**config.mk**
```make
export PLATFORM = sky130hd
export DESIGN_NAME = cad_core
export DESIGN_NICKNAME = d
export VERILOG_FILES = /design/src/verilog/cad_pkg.sv /design/src/verilog/cad_core.sv
export VERILOG_INCLUDE_DIRS = /design/src /design/src/verilog
export SDC_FILE = /design/constraint.sdc
export NUM_CORES = 2
export LEC_CHECK = 0
export ABC_AREA = 0
export ABC_CLOCK_PERIOD_IN_PS = 37000
export BUFFER_PORTS_ARGS = -buffer_cell sky130_fd_sc_hd__buf_2
export CAP_MARGIN = 20
export CORE_MARGIN = 1.5
export CORE_UTILIZATION = 25
export CTS_CLUSTER_DIAMETER = 50
export DETAILED_ROUTE_END_ITERATION = 7
export PLACE_DENSITY = 0.42
export SYNTH_ARGS = -nofsm -noshare
export SYNTH_HDL_FRONTEND = slang
export SYNTH_SLANG_ARGS = --single-unit
```
**constraint.sdc**
```tcl
create_clock -name core_clk -period 37 [get_ports core_clk]
set_input_delay 9.25 -clock core_clk [delete_from_list [all_inputs] [get_ports core_clk]]
set_output_delay 9.25 -clock core_clk [all_outputs]
set_load 0.005 [all_outputs]
```
**src/verilog/cad_map.svh**
```systemverilog
`ifndef CAD_MAP_SVH
`define CAD_MAP_SVH

// fetch
`define CAD_RESET_PC      16'h0000
`define CAD_MUL_CYCLES    2

// data space regions
`define CAD_IO_TOP        16'h003F
`define CAD_IOBIT_TOP     16'h001F
`define CAD_EXTIO_LO      16'h0040
`define CAD_EXTIO_HI      16'h0FFF
`define CAD_NVM_LO        16'h1000
`define CAD_MEM_LO        16'h1800
`define CAD_MEM_HI        16'h7FFF
`define CAD_FLASH_LO      16'h8000

// register file layout
`define CAD_PTR_X         5'h1A
`define CAD_PTR_Y         5'h1C
`define CAD_PTR_Z         5'h1E
`define CAD_PROD_LO       5'h00
`define CAD_PROD_HI       5'h01
`define CAD_FLAGS_RESET   8'h00

// condition flag bit positions
`define CAD_FLAG_C        0
`define CAD_FLAG_Z        1
`define CAD_FLAG_N        2
`define CAD_FLAG_V        3
`define CAD_FLAG_S        4
`define CAD_FLAG_H        5

`endif

```
**src/verilog/cad_pkg.sv**
```systemverilog
package cad_pkg;

    typedef enum logic [4:0] {
        CAD_ALU_NONE, CAD_ALU_ADD, CAD_ALU_ADC, CAD_ALU_SUB, CAD_ALU_SBC, CAD_ALU_AND,
        CAD_ALU_OR, CAD_ALU_EOR, CAD_ALU_MOV, CAD_ALU_COM, CAD_ALU_NEG, CAD_ALU_INC,
        CAD_ALU_DEC, CAD_ALU_LSR, CAD_ALU_ROR, CAD_ALU_ASR, CAD_ALU_SWAP, CAD_ALU_ADIW,
        CAD_ALU_SBIW
    } cad_aluop_t;

    typedef enum logic [2:0] {
        CAD_MUL_NONE, CAD_MUL_UU, CAD_MUL_SS, CAD_MUL_SU, CAD_MUL_FUU, CAD_MUL_FSS, CAD_MUL_FSU
    } cad_mulop_t;

    typedef enum logic [3:0] {
        CAD_MEM_NONE, CAD_MEM_LOAD, CAD_MEM_STORE, CAD_MEM_IN, CAD_MEM_OUT,
        CAD_MEM_BSET, CAD_MEM_BCLR, CAD_MEM_SKIPSET, CAD_MEM_SKIPCLR, CAD_MEM_LPM
    } cad_memop_t;

    typedef enum logic [1:0] {CAD_PTR_X, CAD_PTR_Y, CAD_PTR_Z} cad_ptr_t;
    typedef enum logic [1:0] {CAD_PM_PLAIN, CAD_PM_POSTINC, CAD_PM_PREDEC} cad_ptrmode_t;
    typedef enum logic [2:0] {CAD_RG_IO, CAD_RG_EXTIO, CAD_RG_NVM, CAD_RG_SRAM, CAD_RG_FLASH} cad_region_t;
    typedef enum logic [1:0] {CAD_ST_EXEC, CAD_ST_MUL2, CAD_ST_LPM2} cad_state_t;

endpackage : cad_pkg

```
**src/verilog/cad_core.sv**
```systemverilog
`timescale 1ns/1ps
`include "cad_map.svh"
//////////////////////////////////////////////////////////////////////////////////////////////////////
//////////////////////////////////////////////////////////////////////////////////////////////////////
module cad_core (
    // clock and reset
    input  wire logic                 core_clk,
    input  wire logic                 rst,
    input  wire logic                 clkEn,
    // program memory bus
    output logic [15:0]               progAddr,
    input  wire logic [15:0]          progRdData,
    output logic [15:0]               instrWord,
    output logic                      instrValid,
    input  wire logic                 pcLoad,
    input  wire logic [15:0]          pcTarget,
    // decoded operation
    input  wire logic                 opValid,
    input  wire cad_pkg::cad_aluop_t  aluOp,
    input  wire cad_pkg::cad_mulop_t  mulOp,
    input  wire cad_pkg::cad_memop_t  memOp,
    input  wire logic [4:0]           dstSel,
    input  wire logic [4:0]           srcSel,
    input  wire logic [7:0]           immData,
    input  wire logic                 useImm,
    input  wire cad_pkg::cad_ptr_t    ptrSel,
    input  wire cad_pkg::cad_ptrmode_t ptrMode,
    input  wire logic [5:0]           ptrDisp,
    input  wire logic                 useDirect,
    input  wire logic [15:0]          directAddr,
    input  wire logic [5:0]           ioAddr,
    input  wire logic [2:0]           bitIdx,
    input  wire logic                 wideAccess,
    // data memory bus
    output logic [15:0]               dataAddr,
    output cad_pkg::cad_region_t      dataRegion,
    output logic                      dataRdEn,
    output logic                      dataWrEn,
    output logic                      dataWide,
    output logic [15:0]               dataWrData,
    input  wire logic [15:0]          dataRdData,
    output logic                      dataBitEn,
    output logic                      dataBitVal,
    // status
    output logic [7:0]                flags,
    output logic                      busy,
    output logic                      skipNext,
    output logic                      ioRefused
);
    import cad_pkg::*;

    logic [7:0]  gpr [32];
    logic [15:0] pc_reg;
    logic [15:0] instr_reg;
    logic        instrValid_reg;
    logic [7:0]  flags_reg;
    cad_state_t  state_reg;
    logic [7:0]  mulA_reg, mulB_reg;
    cad_mulop_t  mulOp_reg;
    logic [15:0] lpmAddr_reg;
    logic [4:0]  lpmDst_reg;
    logic        take;
    logic [7:0]  opA, opB, aluRes;
    logic [15:0] pairVal, pairRes;
    logic [8:0]  sum9;
    logic [7:0]  flags_next;
    logic        aluWe, aluWide;
    logic [4:0]  ptrIdx;
    logic [15:0] ptrVal, ptrNew, effAddr;
    logic        ptrWe, isIoOp, isBitOp;
    logic [17:0] mulProd;
    logic [15:0] mulRes;

    assign take       = clkEn && opValid && (state_reg == CAD_ST_EXEC);
    assign busy       = (state_reg != CAD_ST_EXEC);
    assign flags      = flags_reg;
    assign instrWord  = instr_reg;
    assign instrValid = instrValid_reg;

    //////////////////////////////////////////////////////////////////////////////////////////////////
    // fetch: program bus never shares with data bus; it carries the LPM byte address halved in CAD_ST_LPM2 and otherwise the PC
    assign progAddr = (state_reg == CAD_ST_LPM2) ? {1'b0, lpmAddr_reg[15:1]} : pc_reg;

    always_ff @(posedge core_clk or posedge rst) begin
        if (rst) begin
            pc_reg         <= `CAD_RESET_PC;
            instr_reg      <= 16'h0000;
            instrValid_reg <= 1'b0;
        end else if (clkEn && state_reg == CAD_ST_EXEC) begin
            // prefetch overlaps execution of the word already held
            instr_reg      <= progRdData;
            instrValid_reg <= !pcLoad;
            pc_reg         <= pcLoad ? pcTarget : pc_reg + 16'h0001;
        end
    end

    //////////////////////////////////////////////////////////////////////////////////////////////////
    // operand select and ALU
    assign opA     = gpr[dstSel];
    assign opB     = useImm ? immData : gpr[srcSel];
    assign pairVal = {gpr[{dstSel[4:1], 1'b1}], gpr[{dstSel[4:1], 1'b0}]};

    always_comb begin
        aluRes     = opA;
        pairRes    = pairVal;
        sum9       = 9'h000;
        flags_next = flags_reg;
        aluWe      = 1'b1;
        aluWide    = 1'b0;
        unique case (aluOp)
            CAD_ALU_ADD, CAD_ALU_ADC: begin
                sum9 = {1'b0, opA} + {1'b0, opB} + {8'h00, aluOp == CAD_ALU_ADC && flags_reg[`CAD_FLAG_C]};
                aluRes = sum9[7:0];
                flags_next[`CAD_FLAG_C] = sum9[8];
                flags_next[`CAD_FLAG_H] = (opA[3] & opB[3]) | (opB[3] & ~aluRes[3]) | (~aluRes[3] & opA[3]);
                flags_next[`CAD_FLAG_V] = (opA[7] & opB[7] & ~aluRes[7]) | (~opA[7] & ~opB[7] & aluRes[7]);
            end
            CAD_ALU_SUB, CAD_ALU_SBC, CAD_ALU_NEG: begin
                if (aluOp == CAD_ALU_NEG)
                    sum9 = 9'h000 - {1'b0, opA};
                else
                    sum9 = {1'b0, opA} - {1'b0, opB} - {8'h00, aluOp == CAD_ALU_SBC && flags_reg[`CAD_FLAG_C]};
                aluRes = sum9[7:0];
                flags_next[`CAD_FLAG_C] = sum9[8];
                flags_next[`CAD_FLAG_H] = (aluOp == CAD_ALU_NEG) ? (aluRes[3] | opA[3]) :
                                          ((~opA[3] & opB[3]) | (opB[3] & aluRes[3]) | (aluRes[3] & ~opA[3]));
                flags_next[`CAD_FLAG_V] = (aluOp == CAD_ALU_NEG) ? (aluRes == 8'h80) :
                                          ((opA[7] & ~opB[7] & ~aluRes[7]) | (~opA[7] & opB[7] & aluRes[7]));
            end
            CAD_ALU_AND, CAD_ALU_OR, CAD_ALU_EOR: begin
                aluRes = (aluOp == CAD_ALU_AND) ? (opA & opB) : (aluOp == CAD_ALU_OR) ? (opA | opB) : (opA ^ opB);
                flags_next[`CAD_FLAG_V] = 1'b0;
            end
            CAD_ALU_COM: begin
                aluRes = ~opA;
                flags_next[`CAD_FLAG_C] = 1'b1;
                flags_next[`CAD_FLAG_V] = 1'b0;
            end
            CAD_ALU_INC, CAD_ALU_DEC: begin
                aluRes = (aluOp == CAD_ALU_INC) ? opA + 8'h01 : opA - 8'h01;
                flags_next[`CAD_FLAG_V] = (aluOp == CAD_ALU_INC) ? (aluRes == 8'h80) : (aluRes == 8'h7F);
            end
            CAD_ALU_LSR, CAD_ALU_ROR, CAD_ALU_ASR: begin
                aluRes = {(aluOp == CAD_ALU_LSR) ? 1'b0 : (aluOp == CAD_ALU_ROR) ? flags_reg[`CAD_FLAG_C] : opA[7],
                          opA[7:1]};
                flags_next[`CAD_FLAG_C] = opA[0];
                flags_next[`CAD_FLAG_V] = aluRes[7] ^ opA[0];
            end
            CAD_ALU_MOV:  aluRes = opB;
            CAD_ALU_SWAP: aluRes = {opA[3:0], opA[7:4]};
            CAD_ALU_ADIW, CAD_ALU_SBIW: begin
                // 16-bit immediate arithmetic on a register pair
                aluWide = 1'b1;
                pairRes = (aluOp == CAD_ALU_ADIW) ? pairVal + {10'h000, immData[5:0]}
                                                  : pairVal - {10'h000, immData[5:0]};
                flags_next[`CAD_FLAG_C] = (aluOp == CAD_ALU_ADIW) ? (~pairRes[15] & pairVal[15])
                                                                  : (pairRes[15] & ~pairVal[15]);
                flags_next[`CAD_FLAG_V] = (aluOp == CAD_ALU_ADIW) ? (~pairVal[15] & pairRes[15])
                                                                  : (pairVal[15] & ~pairRes[15]);
            end
            default: aluWe = 1'b0;
        endcase
        // move and swap leave the flags alone
        if (aluOp != CAD_ALU_MOV && aluOp != CAD_ALU_SWAP && aluWe) begin
            flags_next[`CAD_FLAG_Z] = aluWide ? (pairRes == 16'h0000) : (aluRes == 8'h00);
            flags_next[`CAD_FLAG_N] = aluWide ? pairRes[15] : aluRes[7];
            flags_next[`CAD_FLAG_S] = flags_next[`CAD_FLAG_N] ^ flags_next[`CAD_FLAG_V];
        end
    end

    //////////////////////////////////////////////////////////////////////////////////////////////////
    // multiplier, product formed from latched operands in the second cycle
    always_comb begin
        logic sa, sb;
        sa = (mulOp_reg == CAD_MUL_SS) || (mulOp_reg == CAD_MUL_SU) ||
             (mulOp_reg == CAD_MUL_FSS) || (mulOp_reg == CAD_MUL_FSU);
        sb = (mulOp_reg == CAD_MUL_SS) || (mulOp_reg == CAD_MUL_FSS);
        mulProd = $signed({{10{sa & mulA_reg[7]}}, mulA_reg}) * $signed({{10{sb & mulB_reg[7]}}, mulB_reg});
        // fractional variants keep the binary point aligned
        mulRes  = (mulOp_reg >= CAD_MUL_FUU) ? {mulProd[14:0], 1'b0} : mulProd[15:0];
    end

    //////////////////////////////////////////////////////////////////////////////////////////////////
    // data address generation and region decode
    always_comb begin
        unique case (ptrSel)
            CAD_PTR_X: ptrIdx = `CAD_PTR_X;
            CAD_PTR_Y: ptrIdx = `CAD_PTR_Y;
            default:   ptrIdx = `CAD_PTR_Z;
        endcase
    end
    assign ptrVal  = {gpr[ptrIdx + 5'h01], gpr[ptrIdx]};
    assign ptrNew  = (ptrMode == CAD_PM_PREDEC) ? ptrVal - 16'h0001 : ptrVal + 16'h0001;
    assign isIoOp  = (memOp == CAD_MEM_IN) || (memOp == CAD_MEM_OUT) || isBitOp;
    assign isBitOp = (memOp == CAD_MEM_BSET) || (memOp == CAD_MEM_BCLR) ||
                     (memOp == CAD_MEM_SKIPSET) || (memOp == CAD_MEM_SKIPCLR);
    assign effAddr = isIoOp ? {10'h000, ioAddr} : useDirect ? directAddr :
                     (ptrMode == CAD_PM_PREDEC) ? ptrNew : ptrVal + {10'h000, ptrDisp};
    assign ptrWe   = take && !useDirect && (ptrMode != CAD_PM_PLAIN) &&
                     (memOp == CAD_MEM_LOAD || memOp == CAD_MEM_STORE);

    always_comb begin
        if (dataAddr <= `CAD_IO_TOP)
            dataRegion = CAD_RG_IO;
        else if (dataAddr <= `CAD_EXTIO_HI)
            dataRegion = CAD_RG_EXTIO;
        else if (dataAddr < `CAD_MEM_LO)
            dataRegion = CAD_RG_NVM;
        else if (dataAddr <= `CAD_MEM_HI)
            dataRegion = CAD_RG_SRAM;
        else
            dataRegion = CAD_RG_FLASH;
    end

    // bit operations beyond the lowest 32 addresses are refused, not widened
    assign ioRefused  = take && isBitOp && (effAddr > `CAD_IOBIT_TOP);
    assign dataAddr   = effAddr;
    assign dataRdEn   = take && (memOp == CAD_MEM_LOAD || memOp == CAD_MEM_IN ||
                                 ((memOp == CAD_MEM_SKIPSET || memOp == CAD_MEM_SKIPCLR) && !ioRefused));
    assign dataWrEn   = take && (memOp == CAD_MEM_STORE || memOp == CAD_MEM_OUT);
    assign dataWide   = take && wideAccess && (memOp == CAD_MEM_LOAD || memOp == CAD_MEM_STORE);
    assign dataWrData = {gpr[{dstSel[4:1], 1'b1}], dataWide ? gpr[{dstSel[4:1], 1'b0}] : opA};
    assign dataBitEn  = take && (memOp == CAD_MEM_BSET || memOp == CAD_MEM_BCLR) && !ioRefused;
    assign dataBitVal = (memOp == CAD_MEM_BSET);
    assign skipNext   = dataRdEn && (memOp == CAD_MEM_SKIPSET || memOp == CAD_MEM_SKIPCLR) &&
                        (dataRdData[bitIdx] == (memOp == CAD_MEM_SKIPSET));

    //////////////////////////////////////////////////////////////////////////////////////////////////
    // sequencing for two-cycle operations
    always_ff @(posedge core_clk or posedge rst) begin
        if (rst) begin
            state_reg   <= CAD_ST_EXEC;
            mulA_reg    <= 8'h00;
            mulB_reg    <= 8'h00;
            mulOp_reg   <= CAD_MUL_NONE;
            lpmAddr_reg <= 16'h0000;
            lpmDst_reg  <= 5'h00;
        end else if (clkEn) begin
            unique case (state_reg)
                CAD_ST_EXEC: begin
                    if (take && mulOp != CAD_MUL_NONE) begin
                        mulA_reg  <= opA;
                        mulB_reg  <= gpr[srcSel];
                        mulOp_reg <= mulOp;
                        state_reg <= CAD_ST_MUL2;
                    end else if (take && memOp == CAD_MEM_LPM) begin
                        lpmAddr_reg <= {gpr[`CAD_PTR_Z + 5'h01], gpr[`CAD_PTR_Z]};
                        lpmDst_reg  <= dstSel;
                        state_reg   <= CAD_ST_LPM2;
                    end
                end
                CAD_ST_MUL2: state_reg <= CAD_ST_EXEC;
                CAD_ST_LPM2: state_reg <= CAD_ST_EXEC;
            endcase
        end
    end

    //////////////////////////////////////////////////////////////////////////////////////////////////
    // register file write-back; later writes in this block take priority
    always_ff @(posedge core_clk or posedge rst) begin
        if (rst) begin
            for (int i = 0; i < 32; i++) begin
                gpr[i] <= 8'h00;
            end
        end else if (clkEn) begin
            if (ptrWe) begin
                gpr[ptrIdx]         <= ptrNew[7:0];
                gpr[ptrIdx + 5'h01] <= ptrNew[15:8];
            end
            if (take && mulOp == CAD_MUL_NONE && memOp == CAD_MEM_NONE && aluWe) begin
                if (aluWide) begin
                    gpr[{dstSel[4:1], 1'b0}] <= pairRes[7:0];
                    gpr[{dstSel[4:1], 1'b1}] <= pairRes[15:8];
                end else begin
                    gpr[dstSel] <= aluRes;
                end
            end
            if (take && (memOp == CAD_MEM_LOAD || memOp == CAD_MEM_IN)) begin
                if (dataWide) begin
                    gpr[{dstSel[4:1], 1'b0}] <= dataRdData[7:0];
                    gpr[{dstSel[4:1], 1'b1}] <= dataRdData[15:8];
                end else begin
                    gpr[dstSel] <= dataRdData[7:0];
                end
            end
            if (state_reg == CAD_ST_MUL2) begin
                gpr[`CAD_PROD_LO] <= mulRes[7:0];
                gpr[`CAD_PROD_HI] <= mulRes[15:8];
            end
            if (state_reg == CAD_ST_LPM2) begin
                gpr[lpmDst_reg] <= lpmAddr_reg[0] ? progRdData[15:8] : progRdData[7:0];
            end
        end
    end

    //////////////////////////////////////////////////////////////////////////////////////////////////
    // condition flags
    always_ff @(posedge core_clk or posedge rst) begin
        if (rst) begin
            flags_reg <= `CAD_FLAGS_RESET;
        end else if (clkEn) begin
            if (state_reg == CAD_ST_MUL2) begin
                // carry comes from the unshifted product
                flags_reg[`CAD_FLAG_C] <= mulProd[15];
                flags_reg[`CAD_FLAG_Z] <= (mulRes == 16'h0000);
            end else if (take && mulOp == CAD_MUL_NONE && memOp == CAD_MEM_NONE) begin
                flags_reg <= flags_next;
            end
        end
    end
endmodule : cad_core

```
==> impl_metrics.ini <==
[synthesis]
ys_ff_latch = 337
synth-seq-area-share_pct = 21.7
synth_most_common_cell = nand2_1
synth-compound-area-share_pct = 29.0
synth_area_sq_um = 38800
synth_top_family_by_area = compound AO/OA/AOI/OAI gates
ys_warn_count = 0
syn_inst = 4838
avgSynthCellArea_sq_um = 8.03
synthTopCellsByCount = nand2_1 (607), nor2_1 (456), o21ai_0 (381)
synth.area.top_cells = dfrtp_1 (22%), mux4_2 (8.9%), nand2_1 (5.9%)
async_reset_ff_share_pct = 100
synthMuxAreaShare_pct = 16.5
synth-xor-area-share_pct = 1.82
synth-simple-area-share_pct = 18.0
synth_fa_ha_area_share_pct = 7.27
synth_cell_types = 99
synth_top_area_cell = dfrtp_1
yosysTopAreaCellShare_pct = 21.7
synth_edf_count = 0
synth_top_flop_cell = dfrtp_1

[timing]
rsz0062_at_grt = false
fmax_mhz = 42.5
skew_ns = 0.0485
fin_setup_tns_ns = 0
worst_pin_slew_ns = 1.28
holdWs_ns = 0.471
fin_crit_sh_pct = 63.6
finalSetupViolCount = 0
drv_slew = 0
relSlewSlack_pct = 13.1
post-route-min-period_ns = 23.52
final_hold_viol_count = 0

[critical_path]
worstReg2RegEnd = gpr[155]$_DFFE_PP0P_
path_buf_inv = 2
critPathRequiredTime_ns = 27.75
cp_top_family = compound AO/OA/AOI/OAI gates
start_kind = primary input
cp_slowest_cell = or4_1
reg2reg_depth = 21
cp_max_fo = 18
arrival_ns = 14.27
endpoint_kind = output pin
cp_slowest_stage_delay_ns = 0.69
worstSetupPathType = primary input to output pin
reg2reg_from = gpr[248]$_DFFE_PP0P_
cp_cell_sequence = buf_2 > mux2i_1 > o21ai_0 > fa_1 > a211oi_1 > o21ai_0 > a31oi_1 > xor2_1 > or2_2 > a31oi_1 > o21bai_1 > or4_1 > or4_1 > a211o_1 > nand2_1 > buf_2
reg2reg_slack_ns = 29.20
worstSetupStartpoint = ptrSel[0]

[pwr]
power_density_nw_per_um2 = 64.0
vdd.ir_drop.worst_v = 0.0000401
leakage_nw = 17.8

[placement]
numPortBuffers = 202
dp_hpwl_microns = 198000
place.gp.congestion = 1.09
dp.cells = 6889

[route]
wl_per_cell_microns = 37.6
viasPerCell = 6.50
first_iter_violations = 7161
via_count = 45900
dr.pass1.iters = 8
routed_wl_microns = 265000
route.detailed.drc = 18
postRouteAntennaNets = 0

[global_routing]
grt_overflow_total = 0
grt_pass1_wl_microns = 360000
antenna_found_initial = 32
grt_max_degree = 78
gr-usage-all-layers_pct = 32.5
grt_pass1_vias = 42100

[hold_path]
hold_end = instrWord[0]$_DFFE_PP0P_
hold_class = register to register
min_path_cells = 2
hold_start = instrWord[0]$_DFFE_PP0P_

[cts]
cts_hold_buf = 0
clkTransAtPathRegs_ns = 0.05
post_cts_buffers = 0
clock_sinks = 337
cts_tree = yes
cts_resized = 0
clkLatencyLatePin_ns = 0.74
cts_root_buffer = clkbuf_16
clock_path_buffers = 3
h-tree-depth = 3
cts_made_buffers = 77

[die]
core.rowCount = 144
die_w_microns = 397
io_pins = 205
die_area_sq_um = 158000
core_region_area_sq_um = 154000
die_h_microns = 397
start_util_pct = 25.2

[cells_and_area]
areaGrowthSynthToFinish_pct = 17.1
finalNetCount = 5237
final_cells = 7061
fill_cells = 16700
ff_latch_area_sq_um = 8430
drive_gt1_share_pct = 17.2
multi_input_area_sq_um = 28400
regMostFlops = gpr
largest_reg_flops = 256

[run_status]
status = finished, violations left
violations = DRC

[run]
cap_viol_max_count = 0
==> layout by cell type (no fill, tap or decap), types with 24 or more instances in the layout <==
cell,count
fa_1,71
o31ai_1,25
and3_1,25
nor2b_1,30
nand3_1,100
o22ai_1,195
ha_1,112
nand2b_1,24
and2_1,53
a21oi_1,361
nor4_1,27
a221oi_1,58
a211oi_1,84
o21ai_0,377
buf_4,194
o211ai_1,71
clkbuf_16,77
nor3_1,87
xnor2_1,53
inv_1,147
a21o_1,45
mux4_2,154
buf_2,196
o221ai_1,69
nand2_1,606
a31oi_1,100
o2bb2ai_1,35
nor2_1,452
mux2_2,66
dfrtp_1,337
mux2i_1,214
==> metrics by stage <==
step                setup WS, ns  cell area [sq um]  power [mW]  utilization (%)
global route               13.07              45400        3.05             29.5
finish                     13.48              45500        2.91             29.5
detailed placement         13.54              42400        2.07             27.5
floorplan                  14.08              38800        1.46                -
global placement           13.57              42400        2.07             27.5
CTS                        13.53              45300        2.87             29.4
==> cell families after synthesis <==
group	after synthesis
AO/OA/AOI/OAI	1719
XOR/XNOR	79
adder cells (fa/ha/maj)	183
buffers and inverters	538
flip-flops	337
multiplexers	438
other	1
AND/OR/NAND/NOR	1543
==> routing by layer <==
| layer | up-vias | track usage [%] | routed length [microns] |
|---|---|---|---|
| li1 | 18600 | - | - |
| met1 | 22700 | 40.4 | 101000 |
| met2 | 3557 | 46.6 | 110000 |
| met3 | 941 | 11.8 | 33300 |
| met4 | 40 | 22.2 | 21400 |
| met5 | - | 0.0303 | 269 |
==> power by group <==
part	internal, mW	leakage [nW]	switching (mW)
logic	0.555	12.5	0.929
clock network	0.510	1.39	0.281
registers	0.445	3.95	0.190
==> cell type report <==
class / instances / share of cell area (%)
clock inverter: 57 / 1.91
sequential: 337 / 18.5
antenna: 22 / 0.121
timing repair buffer: 398 / 5.69
multi-input combinational: 3964 / 62.4
tap: 2044 / 5.62
inverter: 155 / 1.30
clock buffer: 84 / 4.41
==> worst reg2reg max path, cell delays in order (launching register included) <==
cell and delay (ns):
dfrtp_1 0.54, buf_4 0.29, mux4_2 0.50, mux4_2 0.47, mux2i_1 0.84, mux2i_1 0.46, fa_1 0.53, a21o_1 0.18
a21o_1 0.22, fa_1 0.47, inv_1 0.07, o21ai_0 0.08, a21oi_1 0.37, a31oi_1 0.11, a211oi_1 0.27, o211ai_1 0.18
o41ai_4 0.31, buf_4 0.40, nor2_1 0.16, nor2_1 0.85, o21ai_0 0.23, o221a_2 0.17
==> how the worst max path moves through the flow <==
stage          endpoint  cells past startpoint
2_1_floorplan  dataRdEn                     16
3_3_place_gp   dataRdEn                     17
3_5_place_dp   dataRdEn                     17
4_1_cts        dataRdEn                     17
5_1_grt        dataRdEn                     17
6_report       dataRdEn                     16
Power figures use the tool's default switching activity.
